$ cat src/hdl/burst_port_pkg.sv
// Purpose: Shared constants for the burst SRAM write and address port
// Assumes: Narrow organisation, two byte lanes of nine bits
// Notes:   Wide organisation lanes listed for lane naming only
package burst_port_pkg;
  localparam int ADDR_WIDTH      = 19;
  localparam int LANE_WIDTH      = 9;
  localparam int LANE_COUNT      = 2;
  localparam int WIDE_LANE_COUNT = 4;
  localparam int BURST_BITS      = 2;
  localparam int LANE_FIRST      = 0;
  localparam int LANE_SECOND     = 1;
  localparam logic [1:0] COUNT_RESET = 2'h0;
  localparam logic [1:0] COUNT_STEP  = 2'h1;
  localparam logic [2:0] ST_IDLE  = 3'h1;
  localparam logic [2:0] ST_READ  = 3'h2;
  localparam logic [2:0] ST_WRITE = 3'h4;
endpackage : burst_port_pkg

$ cat src/hdl/burst_sram_port.sv
// Purpose: Synchronous address, burst and write-decode port of a burst SRAM
// Assumes: All inputs but reset_n synchronous to core_clk; sequence select is static
// Notes:   Array storage lives outside; this block drives its write strobes
`timescale 1ns/1ps
module burst_sram_port
  import burst_port_pkg::*;
(
  input  wire logic                  core_clk,                 // Clock
  input  wire logic                  reset_n,                  // Async reset
  input  wire logic [ADDR_WIDTH-1:0] addr_in,                  // Address pins
  input  wire logic                  chip_enable_n,            // Primary enable
  input  wire logic                  processor_addr_strobe_n,  // Proc strobe
  input  wire logic                  controller_addr_strobe_n, // Ctrl strobe
  input  wire logic                  burst_advance_n,          // Advance
  input  wire logic                  sequence_select,          // 1 interleave
  input  wire logic                  byte_write_gate_n,        // Byte gate
  input  wire logic                  global_write_n,           // Global write
  input  wire logic                  byte_write_first_n,       // Lane 0 enable
  input  wire logic                  byte_write_second_n,      // Lane 1 enable
  input  wire logic [LANE_WIDTH-1:0] data_lane_first_i,        // Lane 0 in
  input  wire logic [LANE_WIDTH-1:0] data_lane_second_i,       // Lane 1 in
  output logic                       data_pins_oe,             // Pins driven
  output logic [ADDR_WIDTH-1:0]      mem_addr,                 // Array address
  output logic [LANE_COUNT-1:0]      mem_lane_write,           // Lane strobes
  output logic [LANE_WIDTH-1:0]      mem_data_first,           // Lane 0 data
  output logic [LANE_WIDTH-1:0]      mem_data_second,          // Lane 1 data
  output logic                       cycle_active,             // Selected
  output logic                       cycle_is_write            // Write cycle
);

  typedef enum logic [2:0] {
    IDLE_S  = ST_IDLE,
    READ_S  = ST_READ,
    WRITE_S = ST_WRITE
  } state_type;

  typedef struct packed {
    state_type                 state;
    logic [ADDR_WIDTH-1:0]     base;
    logic [BURST_BITS-1:0]     count;
    logic                      oe;
    logic [ADDR_WIDTH-1:0]     addr;
    logic [LANE_COUNT-1:0]     wr;
    logic [LANE_WIDTH-1:0]     d0;
    logic [LANE_WIDTH-1:0]     d1;
  } port_type;

  port_type cur_q;
  port_type nxt_d;

  // Low two bits of the burst address for a start and a count
  function automatic logic [1:0] burst_low(input logic [1:0] start,
                                           input logic [1:0] cnt,
                                           input logic       ilv);
    if (ilv) begin
      burst_low = start ^ cnt;
    end else begin
      burst_low = 2'(start + cnt);
    end
  endfunction : burst_low

  logic                  proc_load;
  logic                  ctrl_load;
  logic                  load;
  logic                  byte_qual;
  logic [LANE_COUNT-1:0] lane_wr;
  logic                  any_write;
  logic [1:0]            next_count;

  always_comb begin
    // Processor strobe is ignored unless the part is selected
    proc_load  = !processor_addr_strobe_n && !chip_enable_n;
    // Processor strobe has priority; of the two strobes only the controller strobe can start a write
    ctrl_load  = !controller_addr_strobe_n;
    load       = proc_load || ctrl_load;
    byte_qual  = !byte_write_gate_n;
    lane_wr[LANE_FIRST]  = byte_qual && !byte_write_first_n;
    lane_wr[LANE_SECOND] = byte_qual && !byte_write_second_n;
    if (!global_write_n) begin
      lane_wr = '1;
    end
    any_write  = |lane_wr;
    next_count = cur_q.count;
    if (!burst_advance_n) begin
      next_count = 2'(cur_q.count + COUNT_STEP);
    end
    nxt_d       = cur_q;
    nxt_d.oe    = !(byte_qual &&
                    !(byte_write_first_n && byte_write_second_n));
    nxt_d.wr    = '0;
    nxt_d.d0    = data_lane_first_i;
    nxt_d.d1    = data_lane_second_i;
    case (cur_q.state)
      default: begin
        nxt_d.state = IDLE_S;
      end
      IDLE_S, READ_S, WRITE_S: begin
        if (ctrl_load && chip_enable_n) begin
          nxt_d.state = IDLE_S;
        end else if (proc_load || (ctrl_load && !any_write)) begin
          nxt_d.state = READ_S;
          nxt_d.base  = addr_in;
          nxt_d.count = COUNT_RESET;
        end else if (ctrl_load) begin
          nxt_d.state = WRITE_S;
          nxt_d.base  = addr_in;
          nxt_d.count = COUNT_RESET;
          nxt_d.wr    = lane_wr;
        end else if (cur_q.state != IDLE_S) begin
          nxt_d.count = next_count;
          nxt_d.state = any_write ? WRITE_S : READ_S;
          nxt_d.wr    = lane_wr;
        end
      end
    endcase
    if (load && !(ctrl_load && chip_enable_n)) begin
      nxt_d.addr = addr_in;
    end else begin
      nxt_d.addr = {nxt_d.base[ADDR_WIDTH-1:BURST_BITS],
                    burst_low(nxt_d.base[1:0], nxt_d.count,
                              sequence_select)};
    end
  end

  always_ff @(posedge core_clk or negedge reset_n) begin
    if (!reset_n) begin
      cur_q <= '{state: IDLE_S, oe: 1'b1, default: '0};
    end else begin
      cur_q <= nxt_d;
    end
  end

  assign data_pins_oe    = cur_q.oe;
  assign mem_addr        = cur_q.addr;
  assign mem_lane_write  = cur_q.wr;
  assign mem_data_first  = cur_q.d0;
  assign mem_data_second = cur_q.d1;
  assign cycle_active    = cur_q.state != IDLE_S;
  assign cycle_is_write  = cur_q.state == WRITE_S;

  // Checks
  property p_release;
    @(posedge core_clk) disable iff (!reset_n)
      (!byte_write_gate_n && !byte_write_first_n) |=> !data_pins_oe;
  endproperty
  a_release: assert property (p_release)
    else $error("data pins not released for byte write");

  property p_gate;
    @(posedge core_clk) disable iff (!reset_n)
      (byte_write_gate_n && global_write_n) |=> mem_lane_write == 2'h0;
  endproperty
  a_gate: assert property (p_gate)
    else $error("byte write without gate");

  property p_global;
    @(posedge core_clk) disable iff (!reset_n)
      (processor_addr_strobe_n && !global_write_n &&
       !controller_addr_strobe_n && !chip_enable_n)
      |=> mem_lane_write == 2'h3 && cycle_is_write;
  endproperty
  a_global: assert property (p_global)
    else $error("global write did not write all lanes");

  property p_lane_first;
    @(posedge core_clk) disable iff (!reset_n)
      (global_write_n && !byte_write_gate_n && byte_write_first_n)
      |=> !mem_lane_write[0];
  endproperty
  a_lane_first: assert property (p_lane_first)
    else $error("low lane written without its enable");

  property p_proc_ignored;
    @(posedge core_clk) disable iff (!reset_n)
      (chip_enable_n && controller_addr_strobe_n && !cycle_active)
      |=> !cycle_active;
  endproperty
  a_proc_ignored: assert property (p_proc_ignored)
    else $error("selected while chip enable high");

  property p_proc_load;
    @(posedge core_clk) disable iff (!reset_n)
      (!processor_addr_strobe_n && !chip_enable_n)
      |=> mem_addr == $past(addr_in) && cycle_active && !cycle_is_write;
  endproperty
  a_proc_load: assert property (p_proc_load)
    else $error("processor strobe did not start read");

  property p_wait;
    @(posedge core_clk) disable iff (!reset_n)
      (cycle_active && processor_addr_strobe_n && controller_addr_strobe_n
       && burst_advance_n) |=> $stable(mem_addr);
  endproperty
  a_wait: assert property (p_wait)
    else $error("address moved in wait cycle");

  property p_linear;
    @(posedge core_clk) disable iff (!reset_n)
      (cycle_active && processor_addr_strobe_n && controller_addr_strobe_n
       && !burst_advance_n && !sequence_select)
      |=> mem_addr[1:0] == 2'($past(mem_addr[1:0]) + 2'h1);
  endproperty
  a_linear: assert property (p_linear)
    else $error("linear burst order wrong");

  property p_upper;
    @(posedge core_clk) disable iff (!reset_n)
      (cycle_active && processor_addr_strobe_n && controller_addr_strobe_n)
      |=> mem_addr[ADDR_WIDTH-1:2] == $past(mem_addr[ADDR_WIDTH-1:2]);
  endproperty
  a_upper: assert property (p_upper)
    else $error("upper address changed in burst");

  c_write: cover property (@(posedge core_clk) disable iff (!reset_n)
    !controller_addr_strobe_n && !chip_enable_n && !global_write_n);
  c_burst: cover property (@(posedge core_clk) disable iff (!reset_n)
    cycle_active && !burst_advance_n ##1 !burst_advance_n ##1
    !burst_advance_n);
  c_ilv: cover property (@(posedge core_clk) disable iff (!reset_n)
    cycle_active && sequence_select && !burst_advance_n);
endmodule : burst_sram_port

$ cat config.mk
export PLATFORM = sky130hd
export DESIGN_NAME = burst_sram_port
export DESIGN_NICKNAME = d
export VERILOG_FILES = /design/src/hdl/burst_port_pkg.sv /design/src/hdl/burst_sram_port.sv
export SDC_FILE = /design/constraint.sdc
export NUM_CORES = 1
export LEC_CHECK = 0
export ABC_AREA = 1
export BUFFER_PORTS_ARGS = -buffer_cell sky130_fd_sc_hd__buf_4
export CORE_MARGIN = 1
export CORE_UTILIZATION = 40
export DETAILED_ROUTE_END_ITERATION = 10
export GPL_TIMING_DRIVEN = 0
export MAX_ROUTING_LAYER = met4
export PLACE_DENSITY = 0.72
export SLEW_MARGIN = 20
export SYNTH_ARGS = -nofsm -noshare
export SYNTH_HDL_FRONTEND = slang
export SYNTH_SLANG_ARGS = --single-unit
$ cat constraint.sdc
create_clock -name core_clk -period 2.2 [get_ports core_clk]
set_input_delay 0.11 -clock core_clk [delete_from_list [all_inputs] [get_ports core_clk]]
set_output_delay 0.11 -clock core_clk [all_outputs]
set_load 0.02 [all_outputs]
### After elaboration in Yosys (flattened, before gate mapping)

Index checks and enable logic that the tools add are counted.

* output and inout bits: 42
* bits in registers: 64

* reductions and logical operators: 22
* add/subtract/negate cells: 2
* bitwise gates (word level): 1
* equal/unequal tests: 5
* muxes and demuxes: 20

Operators by type and width (count)
* 21-bit 2-to-1 mux: 2
* 19-bit 2-to-1 mux: 2
* 24-bit 2-to-1 mux: 1
* 2-bit 2-to-1 mux: 10
* 3-bit 2-to-1 mux: 5
* 1-bit logical NOT: 10
* 1-bit logical AND: 8
* 5-bit inequality test, second input constant: 1
* 3-bit by 1-bit == test with 1-bit output, second input constant: 1
* 3-bit by 2-bit == test with 1-bit output, second input constant: 1
* 3-bit == test, second input constant: 1
* 3-bit by 1-bit inequality test with 1-bit output, second input constant: 1
* 3-bit OR reduction: 1
* 2-bit by 1-bit adder with 2-bit output, second input constant: 1
* 2-bit adder: 1
* 1-bit logical OR: 2
* 2-bit OR reduction: 1
* 2-bit XOR: 1

### Longest topological paths before layout

* depth in word-level cells: 13
* gate-level depth with buffers: 17
* mapped depth without buffers: 16

### Least setup slack after synthesis

Ideal clock, no wire load.

* kind: reg2reg
* start point: register cur_q[61] (netlist bit)
* end point: register cur_q, in the netlist mem_addr[1]
* period minus slack after synthesis: 1.986 ns
* setup slack: 0.214 ns
* required time: 2.083 ns
* stages on the path, launching flop included: 16
* arrival: 1.869 ns
* path buffers: 1
* cells stage by stage: dfstp_2 > nand3_4 > nand3_4 > nand2_1 > inv_2 > buf_4 > nand2_1 > nand2_1 > ha_1 > inv_1 > nor2_1 > nand3_1 > nand2_1 > nand2_1 > nand3_1 > nand2_1

RTL lines
* from (decl): line burst_sram_port.sv:48 `port_type cur_q;`
* from (signal assigned): line burst_sram_port.sv:129 `cur_q <= nxt_d;`

==> flow_metrics.env <==
export IMPL_timing_final_crit_share_pct=91.2
export IMPL_min_period_ns=2.01
export IMPL_critical_path_top_delay_family="simple AND/OR/NAND/NOR gates"
export IMPL_instances_no_fill=502
export IMPL_synth_area_per_cell_um2=9.63
export IMPL_synth_xor_area_share_pct=0
export IMPL_hold_path_startpoint="byte_write_gate_n"
export IMPL_r2r_start="cur_q[61]$_DFFE_PN1P_"
export IMPL_slew_headroom_pct=48.2
export IMPL_wl_um=5630
export IMPL_cp_cell_sequence="nor2_1 -> nand2_2 -> nand3_4 -> nand2_4 -> inv_2 -> buf_6 -> nand2_1 -> nand2_1 -> ha_1 -> inv_1 -> nor2_2 -> inv_1 -> nand2_2 -> nand2_1 -> nand2_1 -> nand3_1 -> nand2_1"
export IMPL_yosys_area_share_simple_pct=13.6
export IMPL_failed_checks="design-rule violations"
export IMPL_synth_nets=332
export IMPL_r2r_slack_ns=0.19
export IMPL_synth_compound_area_share_pct=7.94
export IMPL_fillers=558
export IMPL_drt_initial_drc_count=58
export IMPL_power_leakage_nw=2.20
export IMPL_cts_sinks=64
export IMPL_p_switching_w=0.00145
export IMPL_syn_inst=283
export IMPL_outcome="complete, but fails checks"
export IMPL_layout_nets=469
export IMPL_pwr_density_cell_mw_per_mm2=1060
export IMPL_routed_via_count=2165
export IMPL_dp_cells=449
export IMPL_grt_pass1_wl_um=9080
export IMPL_cts_buffers=9
export IMPL_hold_viol_final=0
export IMPL_port_buffers=89
export IMPL_syn_area_mm2=0.00273
export IMPL_cap_violations=0
export IMPL_placementRows=29
export IMPL_combPwrFrac_pct=38.8
export IMPL_drive_gt1_share_pct=40.7
export IMPL_die_h_um=84.5
export IMPL_r2r_end="mem_addr[1]$_DFF_PN0_"
export IMPL_synthAdderAreaFrac_pct=0.459
export IMPL_synth_top_family_by_area="buffers and inverters"
export IMPL_clk_latency_ns=0.34
export IMPL_cp_data_arrival_time_ns=2.23
export IMPL_antenna_cells=0
export IMPL_grt_util_all_layers_pct=17.1
export IMPL_worst_slew_pin_transition_ns=0.777
export IMPL_timing_fmax_ghz=0.498
export IMPL_ys_ff_latch=64
export IMPL_viasPerCell=4.31
export IMPL_holdWs_ns=0.0283
export IMPL_htree_num_levels=3
export IMPL_cp_slowest_stage_delay_ns=0.56
export IMPL_first_global_vias=2113
export IMPL_synthMuxAreaShare_pct=0
export IMPL_path_common_cell="nand2_1"
export IMPL_die_area_mm2=0.00715
export IMPL_synth_cell_types=21
export IMPL_hold_end="data_pins_oe$_DFF_PN1_"
export IMPL_cp_data_required_time_ns=2.42
export IMPL_drtAntennaViolNets=0
export IMPL_initial_core_util_pct=42.2
export IMPL_grt_overflow=0
export IMPL_gp_congestion=0.808
export IMPL_finClkSkew_ns=0.00963
export IMPL_min_path_type="primary input to flop"
export IMPL_drc_errors=6
export IMPL_slowest_stage="dfstp_2"
export IMPL_design_area_mm2=0.00407
export IMPL_grt_antenna_before_repair=0
export IMPL_placedInstanceArea_mm2=0.00349
export IMPL_setup_violations_final=0
export IMPL_drv_slew=0
export IMPL_p_int_w=0.00286
export IMPL_path_class="flop to flop"
export IMPL_whs_path_depth=3
export IMPL_ios=90
export IMPL_coreArea_mm2=0.00646
export IMPL_cts_tree="yes"
export IMPL_dpl_hpwl_um=3640
export IMPL_fp_dieW_um=84.5
export IMPL_start_kind="flop"
export IMPL_crit_buf_inv=4
export IMPL_clkPwrFrac_pct=22.9
export IMPL_path_clk_slew_ns=0.07
export IMPL_worstPathMaxFanout=10
export IMPL_dr_pass1_iters=10
export IMPL_ir_drop_mv=0.504
export IMPL_area_growth_synth_to_final_pct=49.3
export IMPL_grt_max_degree=65
export IMPL_cts_root_buf="clkbuf_8"
export IMPL_wl_per_cell_um=11.2
export IMPL_switching_share_pct=33.6
export IMPL_pwr_share_seq_pct=38.4
export IMPL_synth_warnings=0
export IMPL_reg2reg_depth=17
export IMPL_clock_path_buffers=2
export IMPL_end_kind="flop"
export IMPL_yosysSeqAreaShare_pct=58.9
[stage by stage]
step,TNS [ns],setup WS [ns],total power [W],util [%]
2_1_floorplan,0,0.214,0.00265,-
6_report,0,0.194,0.00431,63.0
3_5_place_dp,-0.0314,-0.0314,0.00316,54.0
5_1_grt,-0.00113,-0.00113,0.00461,63.0
3_3_place_gp,0,0.0154,0.00311,54.0
4_1_cts,0,0.0319,0.00422,61.9
[worst min-delay path, stage by stage]
cell    delay (ns)
buf_4         0.09
nor2_1        0.04
nor2_1        0.08
[cells by family after synthesis]
kind of cell	count (synthesis)
buf+inv	95
simple gates	83
flops	64
compound gates	40
fa+ha+maj	1
[power by group through the flow]
stage	Sequential (W)	Clock, W	Combinational (W)
floorplan	0.00165	0	0.00101
global placement	0.00166	0	0.00145
detailed placement	0.00168	0	0.00149
CTS	0.00165	0.00102	0.00155
global route	0.00169	0.00108	0.00184
finish	0.00165	0.000987	0.00167
[area by class of cell]
class | count | area [µm²] | area share, %
tap | 77 | 96.3 | 2.37
buffer | 46 | 354 | 8.70
inverter | 49 | 184 | 4.52
sequential | 64 | 1600 | 39.4
clock buffer | 9 | 124 | 3.04
timing repair buffer | 126 | 1020 | 25.1
clock inverter | 7 | 71.3 | 1.75
multi-input combinational | 124 | 614 | 15.1
[cell usage in the layout, fill, tap and decap left out, types with 3 or more instances in the layout]
cell             n
buf_4          135
dfrtp_1         62
nand2_1         55
inv_1           46
dlygate4sd3_1   30
o21ai_0         28
nor2_1          10
clkbuf_8         9
o21ai_1          8
nand3_1          8
nand2_2          4
inv_2            3
buf_6            3
clkinv_2         3
[metal layers]
metal	vias to the layer above	global-route usage, %	routed length [µm]
met5	-	-	0
met4	0	8.78	99
met3	10	2.65	226
met2	52	29.9	3010
met1	1014	18.9	2290
li1	1089	-	-
[synth_stat cells, drive strengths merged]
cell / instances / share of area (%)
buf: 43 / 12
clkbuf: 3 / 0.46
dfrtp: 62 / 57
ha: 1 / 0.46
inv: 49 / 6.7
dfstp: 2 / 1.9
a21oi: 1 / 0.18
o21ai: 37 / 7.2
o211ai: 2 / 0.55
nand2: 60 / 8.6
nand3: 12 / 3.5
nor2: 11 / 1.5
[timing repair]
action                                  4_1_cts  5_1_grt
hold buffers                                 30        0
pin swaps                                     0        3
endpoints found under the hold margin        95        0
gates resized for setup                       1       10
buffers inserted                              1        6
endpoints found under the setup margin        1        1
[worst max path at each step]
stage | end | start | cells past startpoint | slack, ns
finish | mem_addr[1]$_DFF_PN0_ | cur_q[61]$_DFFE_PN1P_ | 17 | 0.19
detailed placement | mem_addr[1]$_DFF_PN0_ | cur_q[61]$_DFFE_PN1P_ | 15 | -0.03
CTS | mem_addr[1]$_DFF_PN0_ | cur_q[61]$_DFFE_PN1P_ | 15 | 0.03
global placement | mem_addr[1]$_DFF_PN0_ | cur_q[61]$_DFFE_PN1P_ | 15 | 0.02
global route | mem_addr[1]$_DFF_PN0_ | cur_q[61]$_DFFE_PN1P_ | 17 | -0.001
floorplan | mem_addr[1]$_DFF_PN0_ | cur_q[61]$_DFFE_PN1P_ | 15 | 0.21
[registers in the layout, indices dropped and copies added, names as in the netlist]
signal,flops
mem_addr,19
mem_lane_write,2
data_pins_oe,1
cur_q,24
mem_data_second,9
mem_data_first,9
(Power assumes the default switching activity.)
